### src/logic/plsw_map.svh
/*
 * Register offsets, field positions, reset values and counts of the PLL
 * setup and stabilization wait block.
 * Assumes an 8-bit register port with a 5-bit byte address.
 */
// Functional notes
// (RL1) Bit 4 of wait register picks crystal (0, reset) or fast RC reference (1).
// (RL2) Bits 2:0 pick a wait of 2^(9+code) fast RC periods.
// (RL3) Software sets the wait code before raising the loop enable.
// (RL4) Rewriting the wait code mid-wait leaves that wait length unguaranteed.
// (RL5) Wait and feedback divider registers survive software reset.
// (RL6) Bits 7:4 of divider register divide the reference by value plus one.
// (RL7) Bits 3:0 of divider register divide the VCO output by value plus one.
// (RL8) Software sets input and VCO ratios before raising the loop enable.
// (RL9) First variant: 5-bit feedback field 4:0, divide 1 to 32, reset zero.
// (RL10) Other variants: 6-bit field 5:0, divide 1 to 50, codes 50-63 prohibited.
// (RL11) Software sets the feedback ratio before raising the loop enable.
// (RL12) Reserved bits read zero; software writes them as zero.
// (RL13) Wait completion sets status bit 2, which reads zero until then.
// (RL14) Completion raises the interrupt only while enable bit 2 is one.
// (RL15) Counter restarts on each rise of loop enable, flags done at the count.
// (RL16) Divider fields statically divide reference, VCO and feedback paths.
`ifndef PLSW_MAP_SVH
`define PLSW_MAP_SVH

// Byte addresses of the registers
`define PLSW_OFS_WAIT 5'h00
`define PLSW_OFS_DIVS 5'h04
`define PLSW_OFS_FBDIV 5'h08
`define PLSW_OFS_IRQ_EN 5'h0C
`define PLSW_OFS_IRQ_STAT 5'h10
`define PLSW_OFS_IRQ_CLR 5'h14

// Field positions
`define PLSW_REFSEL_BIT 4
`define PLSW_WAIT_HI 2
`define PLSW_KDIV_HI 7
`define PLSW_KDIV_LO 4
`define PLSW_MDIV_HI 3
`define PLSW_NDIV_NARROW_HI 4
`define PLSW_NDIV_WIDE_HI 5
`define PLSW_DONE_BIT 2

// Reset values and limits
`define PLSW_RST_BYTE 8'h00
`define PLSW_RST_WAIT 3'h0
`define PLSW_RST_DIV4 4'h0
`define PLSW_RST_NDIV 6'h00
`define PLSW_NDIV_FIRST_BAD 6'h32
`define PLSW_WAIT_BASE_EXP 5'h09

`endif

### src/logic/plsw_pkg.sv
/*
 * Types of the PLL setup and stabilization wait block.
 * Assumes plsw_map.svh for the numbers that size nothing here.
 */
package plsw_pkg;

	// Static loop configuration handed to the loop
	typedef struct packed {
		logic ref_select;
		logic [3:0] reference_divider;
		logic [3:0] vco_divider;
		logic [5:0] feedback_divider;
	} plsw_cfg_t;

	// Register port request
	typedef struct packed {
		logic [4:0] addr;
		logic [7:0] wdata;
		logic wr;
		logic rd;
	} plsw_req_t;

	// Wait timer state
	typedef enum logic [1:0] {
		PLSW_IDLE = 2'b00,
		PLSW_COUNT = 2'b01,
		PLSW_DONE = 2'b10
	} plsw_wait_state_t;

endpackage

### src/logic/plsw_edge_div.sv
/*
 * Divides a stream of one-cycle ticks by ratio plus one.
 * Assumes ticks are single-cycle pulses synchronous to clk.
 */
`timescale 1ns/1ps
`default_nettype none
module plsw_edge_div #(
	parameter int W = 4
) (
	input wire logic clk,
	input wire logic resetn,
	input wire logic tick_in,
	input wire logic [W-1:0] ratio,
	output logic tick_out
);
	logic [W-1:0] cnt_q;
	logic tick_q;

	// Count input ticks, wrap at the ratio
	always_ff @(posedge clk or negedge resetn) begin
		if (!resetn) begin
			cnt_q <= '0;
		end else if (tick_in) begin
			if (cnt_q >= ratio) begin
				cnt_q <= '0;
			end else begin
				cnt_q <= cnt_q + 1'b1;
			end
		end
	end

	// One output tick per wrap
	always_ff @(posedge clk or negedge resetn) begin
		if (!resetn) begin
			tick_q <= 1'b0;
		end else begin
			tick_q <= tick_in && (cnt_q >= ratio);
		end
	end

	assign tick_out = tick_q;
endmodule // plsw_edge_div
`default_nettype wire

### src/logic/plsw_top.sv
/*
 * PLL reference select, divide ratios and stabilization wait, with
 * registers, completion status and interrupt.
 * Assumes clock levels on its inputs are already synchronous to clk
 * and slow against it, and that software reset arrives as a level.
 */
// Design decisions made here: the plain strobed port and the register addresses.
`timescale 1ns/1ps
`default_nettype none
`include "plsw_map.svh"
module plsw_top
	import plsw_pkg::*;
#(
	parameter bit FIRST_VARIANT = 1'b0
) (
	input wire logic clk,
	input wire logic resetn,
	input wire logic soft_resetn,
	input wire logic [4:0] reg_addr,
	input wire logic [7:0] reg_wdata,
	input wire logic reg_wr,
	input wire logic reg_rd,
	output logic [7:0] reg_rdata,
	input wire logic loop_enable,
	input wire logic main_crystal_clock,
	input wire logic fast_rc_clock,
	input wire logic vco_clock,
	output plsw_cfg_t loop_cfg,
	output logic ref_tick,
	output logic vco_out_tick,
	output logic feedback_tick,
	output logic loop_stable,
	output logic irq
);
	plsw_req_t req;
	plsw_cfg_t cfg_q;
	logic [2:0] wait_sel_q;
	logic [7:0] rdata_q;
	logic [7:0] rdata_d;
	logic irq_en_q;
	logic done_status_q;
	logic soft_clr;
	logic loop_en_q;
	logic loop_start;
	logic rc_q;
	logic rc_tick;
	logic ref_level;
	logic ref_q;
	logic ref_raw_tick;
	logic vco_q;
	logic vco_raw_tick;
	logic fb_raw_tick;
	logic wait_done;
	logic [5:0] ndiv_wr;
	logic ndiv_ok;

	// Rising edge of a sampled level
	function automatic logic rise(input logic prev, input logic cur);
		rise = cur && !prev;
	endfunction

	// Decode one register address
	function automatic logic hit(input logic [4:0] a, input logic [4:0] ofs);
		hit = (a == ofs);
	endfunction

	// Bundle the register port
	assign req.addr = reg_addr;
	assign req.wdata = reg_wdata;
	assign req.wr = reg_wr;
	assign req.rd = reg_rd;
	assign soft_clr = !soft_resetn;

	// Feedback code as the variant lets it be stored
	always_comb begin
		if (FIRST_VARIANT) begin
			ndiv_wr = {1'b0, req.wdata[`PLSW_NDIV_NARROW_HI:0]}; // [RL9]
			ndiv_ok = 1'b1;
		end else begin
			ndiv_wr = req.wdata[`PLSW_NDIV_WIDE_HI:0];
			ndiv_ok = (ndiv_wr < `PLSW_NDIV_FIRST_BAD); // [RL10]
		end
	end

	// Wait and reference select: only a full reset clears them [RL5]
	always_ff @(posedge clk or negedge resetn) begin
		if (!resetn) begin
			cfg_q.ref_select <= 1'b0; // [RL1]
			wait_sel_q <= `PLSW_RST_WAIT; // [RL2]
		end else if (req.wr && hit(req.addr, `PLSW_OFS_WAIT)) begin
			cfg_q.ref_select <= req.wdata[`PLSW_REFSEL_BIT]; // [RL1]
			wait_sel_q <= req.wdata[`PLSW_WAIT_HI:0]; // [RL2] [RL4]
		end
	end

	// Input and VCO ratios
	always_ff @(posedge clk or negedge resetn) begin
		if (!resetn) begin
			cfg_q.reference_divider <= `PLSW_RST_DIV4; // [RL6]
			cfg_q.vco_divider <= `PLSW_RST_DIV4; // [RL7]
		end else if (req.wr && hit(req.addr, `PLSW_OFS_DIVS)) begin
			cfg_q.reference_divider <=
				req.wdata[`PLSW_KDIV_HI:`PLSW_KDIV_LO]; // [RL6]
			cfg_q.vco_divider <= req.wdata[`PLSW_MDIV_HI:0]; // [RL7]
		end
	end

	// Feedback ratio; survives software reset, prohibited codes dropped
	always_ff @(posedge clk or negedge resetn) begin
		if (!resetn) begin
			cfg_q.feedback_divider <= `PLSW_RST_NDIV; // [RL9] [RL10]
		end else if (req.wr && hit(req.addr, `PLSW_OFS_FBDIV) && ndiv_ok) begin
			cfg_q.feedback_divider <= ndiv_wr; // [RL5] [RL10]
		end
	end

	// Interrupt enable; cleared by either reset
	always_ff @(posedge clk or negedge resetn) begin
		if (!resetn) begin
			irq_en_q <= 1'b0; // [RL14]
		end else if (soft_clr) begin
			irq_en_q <= 1'b0;
		end else if (req.wr && hit(req.addr, `PLSW_OFS_IRQ_EN)) begin
			irq_en_q <= req.wdata[`PLSW_DONE_BIT]; // [RL14]
		end
	end

	// Sticky completion status; a completion wins over a clear
	always_ff @(posedge clk or negedge resetn) begin
		if (!resetn) begin
			done_status_q <= 1'b0; // [RL13]
		end else if (soft_clr) begin
			done_status_q <= 1'b0;
		end else if (wait_done) begin
			done_status_q <= 1'b1; // [RL13]
		end else if (req.wr && hit(req.addr, `PLSW_OFS_IRQ_CLR) &&
				req.wdata[`PLSW_DONE_BIT]) begin
			done_status_q <= 1'b0;
		end
	end

	// Level interrupt while enabled status is set
	assign irq = done_status_q && irq_en_q; // [RL14]

	// Read mux; reserved bits and unmapped addresses read zero
	always_comb begin
		rdata_d = `PLSW_RST_BYTE;
		if (hit(req.addr, `PLSW_OFS_WAIT)) begin
			rdata_d[`PLSW_REFSEL_BIT] = cfg_q.ref_select; // [RL12]
			rdata_d[`PLSW_WAIT_HI:0] = wait_sel_q;
		end else if (hit(req.addr, `PLSW_OFS_DIVS)) begin
			rdata_d[`PLSW_KDIV_HI:`PLSW_KDIV_LO] = cfg_q.reference_divider;
			rdata_d[`PLSW_MDIV_HI:0] = cfg_q.vco_divider;
		end else if (hit(req.addr, `PLSW_OFS_FBDIV)) begin
			rdata_d[`PLSW_NDIV_WIDE_HI:0] = cfg_q.feedback_divider; // [RL12]
		end else if (hit(req.addr, `PLSW_OFS_IRQ_EN)) begin
			rdata_d[`PLSW_DONE_BIT] = irq_en_q;
		end else if (hit(req.addr, `PLSW_OFS_IRQ_STAT)) begin
			rdata_d[`PLSW_DONE_BIT] = done_status_q; // [RL13]
		end
	end

	// Read data stands only in the cycle after the strobe
	always_ff @(posedge clk or negedge resetn) begin
		if (!resetn) begin
			rdata_q <= `PLSW_RST_BYTE;
		end else if (req.rd) begin
			rdata_q <= rdata_d;
		end else begin
			rdata_q <= `PLSW_RST_BYTE;
		end
	end

	assign reg_rdata = rdata_q;

	// Previous levels for edge detection
	always_ff @(posedge clk or negedge resetn) begin
		if (!resetn) begin
			loop_en_q <= 1'b0;
			rc_q <= 1'b0;
			ref_q <= 1'b0;
			vco_q <= 1'b0;
		end else begin
			loop_en_q <= loop_enable;
			rc_q <= fast_rc_clock;
			ref_q <= ref_level;
			vco_q <= vco_clock;
		end
	end

	// Reference mux; a select change may give one stray edge
	assign ref_level = cfg_q.ref_select ? fast_rc_clock
		: main_crystal_clock; // [RL1]
	assign ref_raw_tick = rise(ref_q, ref_level);
	assign rc_tick = rise(rc_q, fast_rc_clock);
	assign loop_start = rise(loop_en_q, loop_enable); // [RL15]
	assign vco_raw_tick = rise(vco_q, vco_clock);

	// Feedback path is taken from the VCO itself
	assign fb_raw_tick = vco_raw_tick;

	// Stabilization wait
	plsw_wait_timer u_wait (
		.clk(clk),
		.resetn(resetn),
		.soft_clr(soft_clr),
		.start(loop_start),
		.enable(loop_enable),
		.rc_tick(rc_tick),
		.wait_sel(wait_sel_q),
		.done_pulse(wait_done),
		.stable(loop_stable)
	);

	// Reference divided by the input ratio
	plsw_edge_div #(.W(4)) u_ref_div (
		.clk(clk),
		.resetn(resetn),
		.tick_in(ref_raw_tick),
		.ratio(cfg_q.reference_divider),
		.tick_out(ref_tick)
	); // [RL6] [RL16]

	// VCO output divided by the VCO ratio
	plsw_edge_div #(.W(4)) u_vco_div (
		.clk(clk),
		.resetn(resetn),
		.tick_in(vco_raw_tick),
		.ratio(cfg_q.vco_divider),
		.tick_out(vco_out_tick)
	); // [RL7] [RL16]

	// Feedback path divided by the feedback ratio
	plsw_edge_div #(.W(6)) u_fb_div (
		.clk(clk),
		.resetn(resetn),
		.tick_in(fb_raw_tick),
		.ratio(cfg_q.feedback_divider),
		.tick_out(feedback_tick)
	); // [RL9] [RL10] [RL16]

	// Static configuration to the loop
	assign loop_cfg = cfg_q; // [RL16]
endmodule // plsw_top
`default_nettype wire

### src/logic/plsw_wait_timer.sv
/*
 * Stabilization wait counter, counted in fast RC clock periods.
 * Assumes rc_tick pulses once per fast RC period and start once per
 * rising edge of the loop enable.
 */
`timescale 1ns/1ps
`default_nettype none
`include "plsw_map.svh"
module plsw_wait_timer
	import plsw_pkg::*;
(
	input wire logic clk,
	input wire logic resetn,
	input wire logic soft_clr,
	input wire logic start,
	input wire logic enable,
	input wire logic rc_tick,
	input wire logic [2:0] wait_sel,
	output logic done_pulse,
	output logic stable
);
	plsw_wait_state_t state_q;
	logic [16:0] cnt_q;
	logic done_q;

	// Periods to wait for a code: 2^(base + code)
	function automatic logic [16:0] wait_len(input logic [2:0] code);
		logic [4:0] exp_v;
		exp_v = `PLSW_WAIT_BASE_EXP + {2'b00, code};
		wait_len = 17'h00001 << exp_v;
	endfunction

	// Count while enabled; code is read live, so a rewrite skews it [RL4]
	always_ff @(posedge clk or negedge resetn) begin
		if (!resetn) begin
			state_q <= PLSW_IDLE;
			cnt_q <= '0;
		end else if (soft_clr || !enable) begin
			state_q <= PLSW_IDLE;
			cnt_q <= '0;
		end else if (start) begin
			state_q <= PLSW_COUNT; // Restart from zero [RL15]
			cnt_q <= '0;
		end else begin
			case (state_q)
				PLSW_COUNT: begin
					if (rc_tick) begin
						if (cnt_q + 17'h00001 >= wait_len(wait_sel)) begin
							state_q <= PLSW_DONE; // [RL2] [RL15]
						end
						cnt_q <= cnt_q + 17'h00001;
					end
				end
				default: begin
					state_q <= state_q;
				end
			endcase
		end
	end

	// One-cycle completion event
	always_ff @(posedge clk or negedge resetn) begin
		if (!resetn) begin
			done_q <= 1'b0;
		end else begin
			done_q <= !soft_clr && enable && !start && rc_tick &&
				(state_q == PLSW_COUNT) &&
				(cnt_q + 17'h00001 >= wait_len(wait_sel));
		end
	end

	assign done_pulse = done_q;
	assign stable = (state_q == PLSW_DONE);
endmodule // plsw_wait_timer
`default_nettype wire
### config.mk
export PLATFORM = sky130hd
export DESIGN_NAME = plsw_top
export DESIGN_NICKNAME = d
export VERILOG_FILES = /design/src/logic/plsw_pkg.sv /design/src/logic/plsw_edge_div.sv /design/src/logic/plsw_top.sv /design/src/logic/plsw_wait_timer.sv
export VERILOG_INCLUDE_DIRS = /design/src /design/src/logic
export SDC_FILE = /design/constraint.sdc
export NUM_CORES = 1
export LEC_CHECK = 0
export ABC_AREA = 0
export BUFFER_PORTS_ARGS = -buffer_cell sky130_fd_sc_hd__buf_2
export CORE_MARGIN = 3
export CORE_UTILIZATION = 35
export DETAILED_ROUTE_END_ITERATION = 6
export PLACE_DENSITY_LB_ADDON = 0.12
export SKIP_CTS_REPAIR_TIMING = 1
export SLEW_MARGIN = 20
export SYNTH_ARGS = -nofsm -noshare
export SYNTH_HDL_FRONTEND = slang
export SYNTH_HIERARCHICAL = 1
export SYNTH_SLANG_ARGS = --single-unit
### constraint.sdc
create_clock -name clk -period 3.11 [get_ports clk]
set_input_delay 0.311 -clock clk [delete_from_list [all_inputs] [get_ports clk]]
set_output_delay 0.311 -clock clk [all_outputs]
set_load 0.1 [all_outputs]
Word-level counts from Yosys, hierarchy flattened
Index checks and enable logic that the tools add are counted.

operators by class
  muxes and demuxes = 30
  magnitude comparators = 5
  equality and inequality tests = 9
  add/sub/neg operators = 5
  shift operators = 1
  reductions and logical operators = 34

operators with widths
  kind                                                                      number
  17-bit 2-to-1 mux                                                         4
  1-bit logical AND                                                         20
  17-bit by 1-bit adder with 17-bit output (second input constant)          1
  17-bit >= comparator                                                      1
  1-bit by 5-bit << shifter with 17-bit output (first input constant)       1
  2-bit 2-to-1 mux                                                          7
  6-bit 2-to-1 mux                                                          2
  1-bit 2-to-1 mux                                                          11
  5-bit by 4-bit == test with 1-bit output (second input constant)          2
  5-bit == test (second input constant)                                     2
  3-bit 2-to-1 mux                                                          3
  3-bit nonzero test                                                        3
  4-bit by 1-bit adder with 4-bit output (second input constant)            2
  4-bit >= comparator                                                       2
  4-bit 2-to-1 mux                                                          2
  8-bit 2-to-1 mux                                                          1
  1-bit zero test                                                           7
  6-bit by 1-bit adder with 6-bit output (second input constant)            1
  6-bit >= comparator                                                       1
  6-bit less-than comparator (second input constant)                        1
  4-bit by 3-bit adder with 5-bit output (first input constant)             1
  5-bit by 3-bit == test with 1-bit output (second input constant)          1
  5-bit zero test                                                           1
  3-bit by 1-bit inequality test with 1-bit output (second input constant)  1
  other kinds (6)                                                           6

storage, ports and cells
  input port bits = 22
  output and inout port bits = 28
  logic and storage cells = 105
  bits in registers = 69

Longest topological paths before layout
Gate-level depths: netlist of run 1.

  depth in word-level cells = 8
  gate-level depth with buffers = 11
  gate-level depth less buffers = 11

Hierarchy
The synthesis of run 1 kept the hierarchy.

modules (own cells, without submodules)
  module                         times used  sequential area each (um2)  cells each  area an instance (um2)
  plsw_wait_timer                1           500.5                       198         1,626.6
  plsw_top                       1           800.8                       106         1,411.4
  plsw_edge_div (u_ref_div ...)  2           125.1                       34          330.3
  plsw_edge_div (u_fb_div)       1           175.2                       52          508.0

Worst setup path after synthesis of run 1
OpenSTA, ideal clock, no wires.

  path type = flip-flop to flip-flop
  start = register u_wait.cnt_q[0]
  end = register u_wait.state_q[0]
  required time = 2.990 ns
  clock period less this slack = 2.819 ns
  setup slack = 0.291 ns
  data arrival time = 2.699 ns
  stages on the path, launching flop included = 12
  library setup time = 0.120 ns
  path buffers = 0
  cells stage by stage = dfrtp_1 > ha_1 > nand3_1 > nor4_1 > and2_1 > nand3_1 > xnor2_1 > ha_1 > nand4_1 > nor4b_1 > a211oi_1 > a31o_2

between the ends
  word-level cells in the longest chain between the ends = 4

ends and longest elaborated chain
  what                                      line                   source
  from (decl)                               plsw_wait_timer.sv:23  logic [16:0] cnt_q;
  from (signal assigned)                    plsw_wait_timer.sv:51  cnt_q <= cnt_q + 17'h00001;
  17-bit by 1-bit adder with 17-bit output  plsw_wait_timer.sv:48  if (cnt_q + 17'h00001 >= wait_len(wait_sel)) begin
  17-bit >= comparator                      plsw_wait_timer.sv:48
  3-bit nonzero test (no line)              --
  3-bit AND reduction (no line)             --
  to (signal assigned)                      plsw_wait_timer.sv:55  state_q <= state_q;
  to (decl)                                 plsw_wait_timer.sv:22  plsw_wait_state_t state_q;

No other way between the ends.
A chain may end at the register's enable or synchronous reset.

Final worst setup path of run 1
Ends and elaborated chain as after synthesis.

==> key figures, run 1 <==
Finish
  – Register Area: 1730 sq um
  – Number of fill cells: 1110
  – Commonest non-fill, non-tap cells in the layout: dfrtp_1, buf_2, nand2_1, ha_1, nor2_1
  – Final Non-Filler Cells: 628
  – N_diodes: 0
  – Most common cell after layout, fill and taps aside: dfrtp_1
  – Util after Layout: 42.7%
  – Area delta synth->final: 17.4%
  – Area taken by multi-input logic gates: 2340 sq um
  – Layout cells sized above 1: 24.3%
  – Number of nets in the layout: 537

Floorplanning
  – # IOs: 50
  – Die Width: 116 microns
  – Die height: 116 microns
  – Starting Density: 36.4%
  – Std-Cell Rows: 39
  – Die Footprint: 13400 sq um
  – Core Region: 11600 sq um

Synthesis
  – Mapped Cells: 424
  – Number of enable flip-flop cells after synthesis: 0
  – Post-synthesis async set-or-reset flop share: 100%
  – Register area share after synthesis: 41.0%
  – Post-synth top area share: 41.0%
  – Synth Register Bits: 69
  – Top FF cell, synth: dfrtp_1
  – Synth Warn #: 6
  – Avg Cell Area, Syn: 9.92 sq um
  – Synthesized area: 4210 sq um
  – Largest area contributor in the netlist: dfrtp_1
  – Netlist cell types: 66
  – Area contributors post-synth: dfrtp_1, ha_1, mux2_2

Clock network
  – CTS tree: yes
  – Worst skew pair latency: 0.34 ns
  – Reg clk slew, reported paths: 0.06 ns
  – Num CTS Buffers: 9
  – Clk sinks: 69
  – H-tree depth: 3
  – Max clock buf depth: 2
  – Root Driver: clkbuf_16

Hold path
  – HP Start: vco_clock
  – Hold-critical path depth: 1
  – Hold path endpoint: vco_q
  – Worst min path class: in2reg

Timing
  – Fmax: 359 MHz
  – Setup Skew: 0.00564 ns
  – Crit path time final: 2.78 ns
  – Final hold violations: 0
  – WHS: 0.0920 ns
  – Crit share post-route: 89.5%
  – TNS Setup: 0 ns
  – Slew Viols, Final: 0
  – RSZ-0062 raised after global routing: no
  – Final Setup Violations: 0
  – Max-slew headroom: 39.5%
  – Least-Margin Pin Slew: 0.908 ns

Routing
  – Initial drt markers: 160
  – 1st-pass router iterations: 4
  – Via count: 3201
  – Antenna-violating nets left: 0
  – Final WL: 9.81 mm
  – Via-to-Cell Ratio: 5.10
  – WL/cell: 15.6 microns
  – DRC errors left: 0

Placement
  – Detailed placement HPWL: 7.35 mm
  – Dpl cells: 613
  – IO buf count: 49
  – Routability cong.: 0.813

Pwr
  – Internal: 1980 uW
  – Comb pwr share: 34.5%
  – Sw Pwr: 1310 uW
  – Cell Pwr Density: 666 nW/um^2
  – Static leakage power: 0.00233 uW
  – Clock share of power: 29.8%
  – Peak VDD IR: 0.414 mV
  – Sw frac: 39.8%
  – Sequential share of power: 35.7%

Global route
  – Global-route wire length before repair: 16.5 mm
  – Vias in the first global route: 3221
  – Gr ovfl total: 0
  – Gr usage total: 15.9%
  – Largest net degree at the start of global routing: 70
  – Antenna violations before repair: 0

Critical path
  – FF-to-FF Start: u_wait/cnt_q[0]
  – Worst r2r dst: u_wait/state_q[0]
  – Max incr delay on CP: 0.41 ns
  – CP max FO: 4
  – Crit-path cells: ha_1 -> nand3_1 -> nor4_4 -> and2_1 -> nand3_1 -> xnor2_1 -> ha_1 -> nand4_1 -> nor4b_2 -> a211oi_2 -> a31o_2
  – Slowest stage cell on the critical path: dfrtp_1
  – Delay-heaviest family, CP: simple AND/OR/NAND/NOR gates
  – R2r setup slk: 0.33 ns
  – Critical path class: reg2reg
  – Crit start category: register
  – Crit path buf inv count: 0
  – Worst EP required: 3.33 ns
  – Endpoint type of the worst setup path: register
  – WP data arrival: 3.01 ns
  – R2R cell count: 11

Run status
  – Status: complete, no violations

Run
  – Max Cap Viol: 0
-- logic make-up (layout without fill, tap and decap cells) --
logic type                 count (synthesis)  after routing  synth area share, %
AOI/OAI and AO/OA                         71             71                 11.5
xor gates and xnor gates                  31             31                 6.45
adders and majority gates                 34             34                 10.1
buffers and inverters                     43            100                 4.28
DFF                                       69             69                 41.0
muxes                                     21             21                 5.50
other                                      1              5               0.0891
and+or+nand+nor                          154            154                 21.0
-- area by class of cell --
class / instances / share of cell area, %
Timing Repair Buffer: 56 / 6.03
Sequential cell: 69 / 35.0
Inverter: 29 / 2.20
Multi-Input combinational cell: 316 / 47.4
Tap cell: 143 / 3.62
Clock inverter: 3 / 0.405
Clock buffer: 12 / 5.40
-- stage by stage --
stage / cell area, sq um / setup WS [ns] / power, uW
after global placement: 4630 / 0.327 / 2300
after detailed placement: 4630 / 0.255 / 2330
after floorplan: 4220 / 0.291 / 2070
after global routing: 4940 / 0.0759 / 3500
after CTS: 4910 / 0.231 / 3330
final: 4940 / 0.325 / 3290
-- sequential cells by signal, indices dropped and copies added, names as in the netlist --
name and cells:
done_status_q 1, irq_en_q 1, loop_cfg 15, loop_en_q 1, rc_q 1, ref_q 1, reg_rdata 8, u_fb_div/cnt_q 6
u_fb_div/tick_out 1, u_ref_div/cnt_q 4, u_ref_div/tick_out 1, u_vco_div/cnt_q 4, u_vco_div/tick_out 1, u_wait/cnt_q 17, u_wait/done_pulse 1, u_wait/state_q 2
vco_q 1, wait_sel_q 3
-- metal layers --
metal | GRT usage, % | wire [microns] | vias to the layer above
li1 | - | - | 1592
met1 | 23.2 | 5070 | 1561
met2 | 22.7 | 4300 | 36
met3 | 3.71 | 291 | 12
met4 | 6.34 | 152 | 0
met5 | 0 | 0 | -
-- power groups by stage --
stage / clock (uW) / combinational, uW / sequential (uW)
3_3_place_gp: 0 / 1110 / 1190
5_1_grt: 1050 / 1250 / 1200
6_report: 982 / 1130 / 1170
4_1_cts: 1020 / 1140 / 1180
3_5_place_dp: 0 / 1140 / 1190
2_1_floorplan: 0 / 574 / 1500
-- Yosys cell counts, types with 3 or more instances --
library cell,count
a21o_1,3
a21oi_1,22
and2_1,8
and3_1,3
buf_2,3
buf_4,4
clkbuf_1,6
dfrtp_1,69
ha_1,34
inv_1,29
mux2_2,17
mux2i_1,4
nand2_1,40
nand3_1,12
nand3b_1,7
nand4_1,7
nor2_1,30
nor2b_1,10
nor3_1,6
nor3b_2,3
o21ai_0,9
o21ai_1,4
o21ai_2,3
o22ai_1,6
or3_1,4
xnor2_1,15
xor2_1,16
-- how the worst max path moves through the flow --
stage                    startpoint                end  slack [ns]  depth (start not counted)
floorplan           u_wait/cnt_q[0]  u_wait/state_q[0]        0.29                         11
global placement    u_wait/cnt_q[0]  u_wait/done_pulse        0.33                         11
detailed placement  u_wait/cnt_q[0]  u_wait/done_pulse        0.25                         11
CTS                 u_wait/cnt_q[0]  u_wait/state_q[0]        0.23                         11
global route        u_wait/cnt_q[0]  u_wait/done_pulse        0.08                         11
finish              u_wait/cnt_q[0]  u_wait/state_q[0]        0.33                         11
(Power assumes the default switching activity.)
==> run 2, diff against run 1 <==
--- a/config.mk
+++ b/config.mk
@@ -11,7 +11,6 @@
 export CORE_MARGIN = 3
 export CORE_UTILIZATION = 35
 export DETAILED_ROUTE_END_ITERATION = 6
-export PLACE_DENSITY_LB_ADDON = 0.12
 export SKIP_CTS_REPAIR_TIMING = 1
 export SLEW_MARGIN = 20
 export SYNTH_ARGS = -nofsm -noshare
==> key figures, run 2 (synthesis results as in run 1) <==
Run status
  – Status: complete, no violations (unchanged)

Hold path
  – Worst min path class: in2async (was in2reg)

Floorplanning
  – Starting Density: 36.4% (unchanged)
  – Core Region: 11600 sq um (unchanged)
  – Die height: 116 microns (unchanged)
  – Std-Cell Rows: 39 (unchanged)
  – # IOs: 50 (unchanged)
  – Die Footprint: 13400 sq um (unchanged)
  – Die Width: 116 microns (unchanged)

Routing
  – DRC errors left: 0 (unchanged)
  – Via count: 3200 (was 3201)
  – Via-to-Cell Ratio: 5.10 (about the same)
  – WL/cell: 15.0 microns (was 15.6 microns)
  – Antenna-violating nets left: 0 (unchanged)
  – Final WL: 9.41 mm (was 9.81 mm)
  – 1st-pass router iterations: 4 (unchanged)
  – Initial drt markers: 176 (was 160)

Global route
  – Gr ovfl total: 0 (unchanged)
  – Antenna violations before repair: 0 (unchanged)
  – Gr usage total: 15.3% (was 15.9%)
  – Vias in the first global route: 3208 (was 3221)
  – Largest net degree at the start of global routing: 34 (was 70)
  – Global-route wire length before repair: 16.0 mm (was 16.5 mm)

Critical path
  – Max incr delay on CP: 0.41 ns (about the same)
  – Crit start category: register (unchanged)
  – Delay-heaviest family, CP: simple AND/OR/NAND/NOR gates (unchanged)
  – Worst EP required: 3.33 ns (about the same)
  – CP max FO: 4 (unchanged)
  – Endpoint type of the worst setup path: register (unchanged)
  – Crit path buf inv count: 0 (unchanged)
  – WP data arrival: 3.05 ns (was 3.01 ns)
  – Crit-path cells: ha_1 -> nand3_1 -> nor4_2 -> and2_1 -> nand3_1 -> xnor2_1 -> ha_1 -> nand4_1 -> nor4b_1 -> a211oi_1 -> a31o_2 (was ha_1 -> nand3_1 -> nor4_4 -> and2_1 -> nand3_1 -> xnor2_1 -> ha_1 -> nand4_1 -> nor4b_2 -> a211oi_2 -> a31o_2)
  – Slowest stage cell on the critical path: dfrtp_1 (unchanged)
  – Critical path class: reg2reg (unchanged)

Timing
  – Crit share post-route: 91.1% (was 89.5%)
  – Slew Viols, Final: 0 (unchanged)
  – Max-slew headroom: 49.7% (was 39.5%)
  – RSZ-0062 raised after global routing: no (unchanged)
  – Final Setup Violations: 0 (unchanged)
  – Least-Margin Pin Slew: 0.755 ns (was 0.908 ns)
  – WHS: 0.0419 ns (was 0.0920 ns)
  – TNS Setup: 0 ns (unchanged)
  – Final hold violations: 0 (unchanged)
  – Crit path time final: 2.83 ns (was 2.78 ns)
  – Setup Skew: 0.00898 ns (was 0.00564 ns)
  – Fmax: 353 MHz (was 359 MHz)

Clock network
  – Root Driver: clkbuf_16 (unchanged)
  – Clk sinks: 69 (unchanged)
  – Num CTS Buffers: 9 (unchanged)
  – H-tree depth: 3 (unchanged)
  – CTS tree: yes (unchanged)
  – Max clock buf depth: 2 (unchanged)
  – Reg clk slew, reported paths: 0.06 ns (about the same)
  – Worst skew pair latency: 0.33 ns (was 0.34 ns)

Pwr
  – Final Power: 3320 uW (was 3290 uW)
  – Sw Pwr: 1310 uW (about the same)
  – Cell Pwr Density: 673 nW/um^2 (was 666 nW/um^2)
  – Peak VDD IR: 0.359 mV (was 0.414 mV)
  – Static leakage power: 0.00231 uW (was 0.00233 uW)
  – Clock share of power: 30.7% (was 29.8%)
  – Sw frac: 39.5% (was 39.8%)
  – Internal: 2010 uW (was 1980 uW)
  – Comb pwr share: 34.1% (was 34.5%)
  – Sequential share of power: 35.2% (was 35.7%)

Placement
  – IO buf count: 49 (unchanged)
  – Routability cong.: 0.858 (was 0.813)
  – Detailed placement HPWL: 7.31 mm (was 7.35 mm)

Finish
  – Number of fill cells: 1120 (was 1110)
  – Number of nets in the layout: 536 (was 537)
  – Area delta synth->final: 17.2% (was 17.4%)
  – Reg with most FFs: u_wait/cnt_q (unchanged)
  – Max reg flops: 17 (unchanged)
  – N_diodes: 0 (unchanged)
  – Commonest non-fill, non-tap cells in the layout: dfrtp_1, buf_2, nand2_1, ha_1, nor2_1 (unchanged)
  – Layout cells sized above 1: 24.1% (was 24.3%)
  – Util after Layout: 42.6% (was 42.7%)
  – Most common cell after layout, fill and taps aside: dfrtp_1 (unchanged)

Run
  – Max Cap Viol: 0 (unchanged)
-- run 2: final timing paths --
path	from	to	slack, ns	cells past startpoint
worst max-delay path	u_wait/cnt_q[0]	u_wait/state_q[0]	0.28	11
worst min-delay path	resetn	u_fb_div/cnt_q[3]	0.04	1
worst max register to register	u_wait/cnt_q[0]	u_wait/state_q[0]	0.28	11
worst min register to register	u_wait/done_pulse	done_status_q	0.47	1
max in group asynchronous	resetn	u_wait/cnt_q[9]	2.29	2
min in group clk	vco_clock	vco_q	0.09	1
-- run 2: layout make-up --
cell class	count	area, sq um	area share (%)
Clock inverter	7	73.8	1.50
Clock buffer	9	225	4.57
Sequential cell	69	1730	35.0
Timing Repair Buffer	55	290	5.89
Inverter	29	109	2.21
Tap cell	143	179	3.63
Multi-Input combinational cell	316	2330	47.2
-- run 2: metal layers --
metal	track usage (%)	vias up	share of wire [%]
met4	5.41	0	1.9
met1	21.0	1533	47
li1	-	1586	-
met5	0	-	0
met2	23.3	67	46
met3	4.18	14	5.5
-- run 2: metrics by stage --
step	instances	worst slack, ns	instance area [sq um]
floorplan	428	0.291	4220
global placement	612	0.347	4620
detailed placement	612	0.251	4620
CTS	628	0.216	4920
global route	628	0.0366	4930
finish	628	0.277	4930
-- run 2: power by group through the flow --
| stage | Clock [uW] | Combinational (uW) | Sequential, uW |
|---|---|---|---|
| 2_1_floorplan | 0 | 574 | 1500 |
| 3_3_place_gp | 0 | 1110 | 1180 |
| 3_5_place_dp | 0 | 1140 | 1190 |
| 4_1_cts | 1040 | 1140 | 1170 |
| 5_1_grt | 1090 | 1250 | 1190 |
| 6_report | 1020 | 1130 | 1170 |
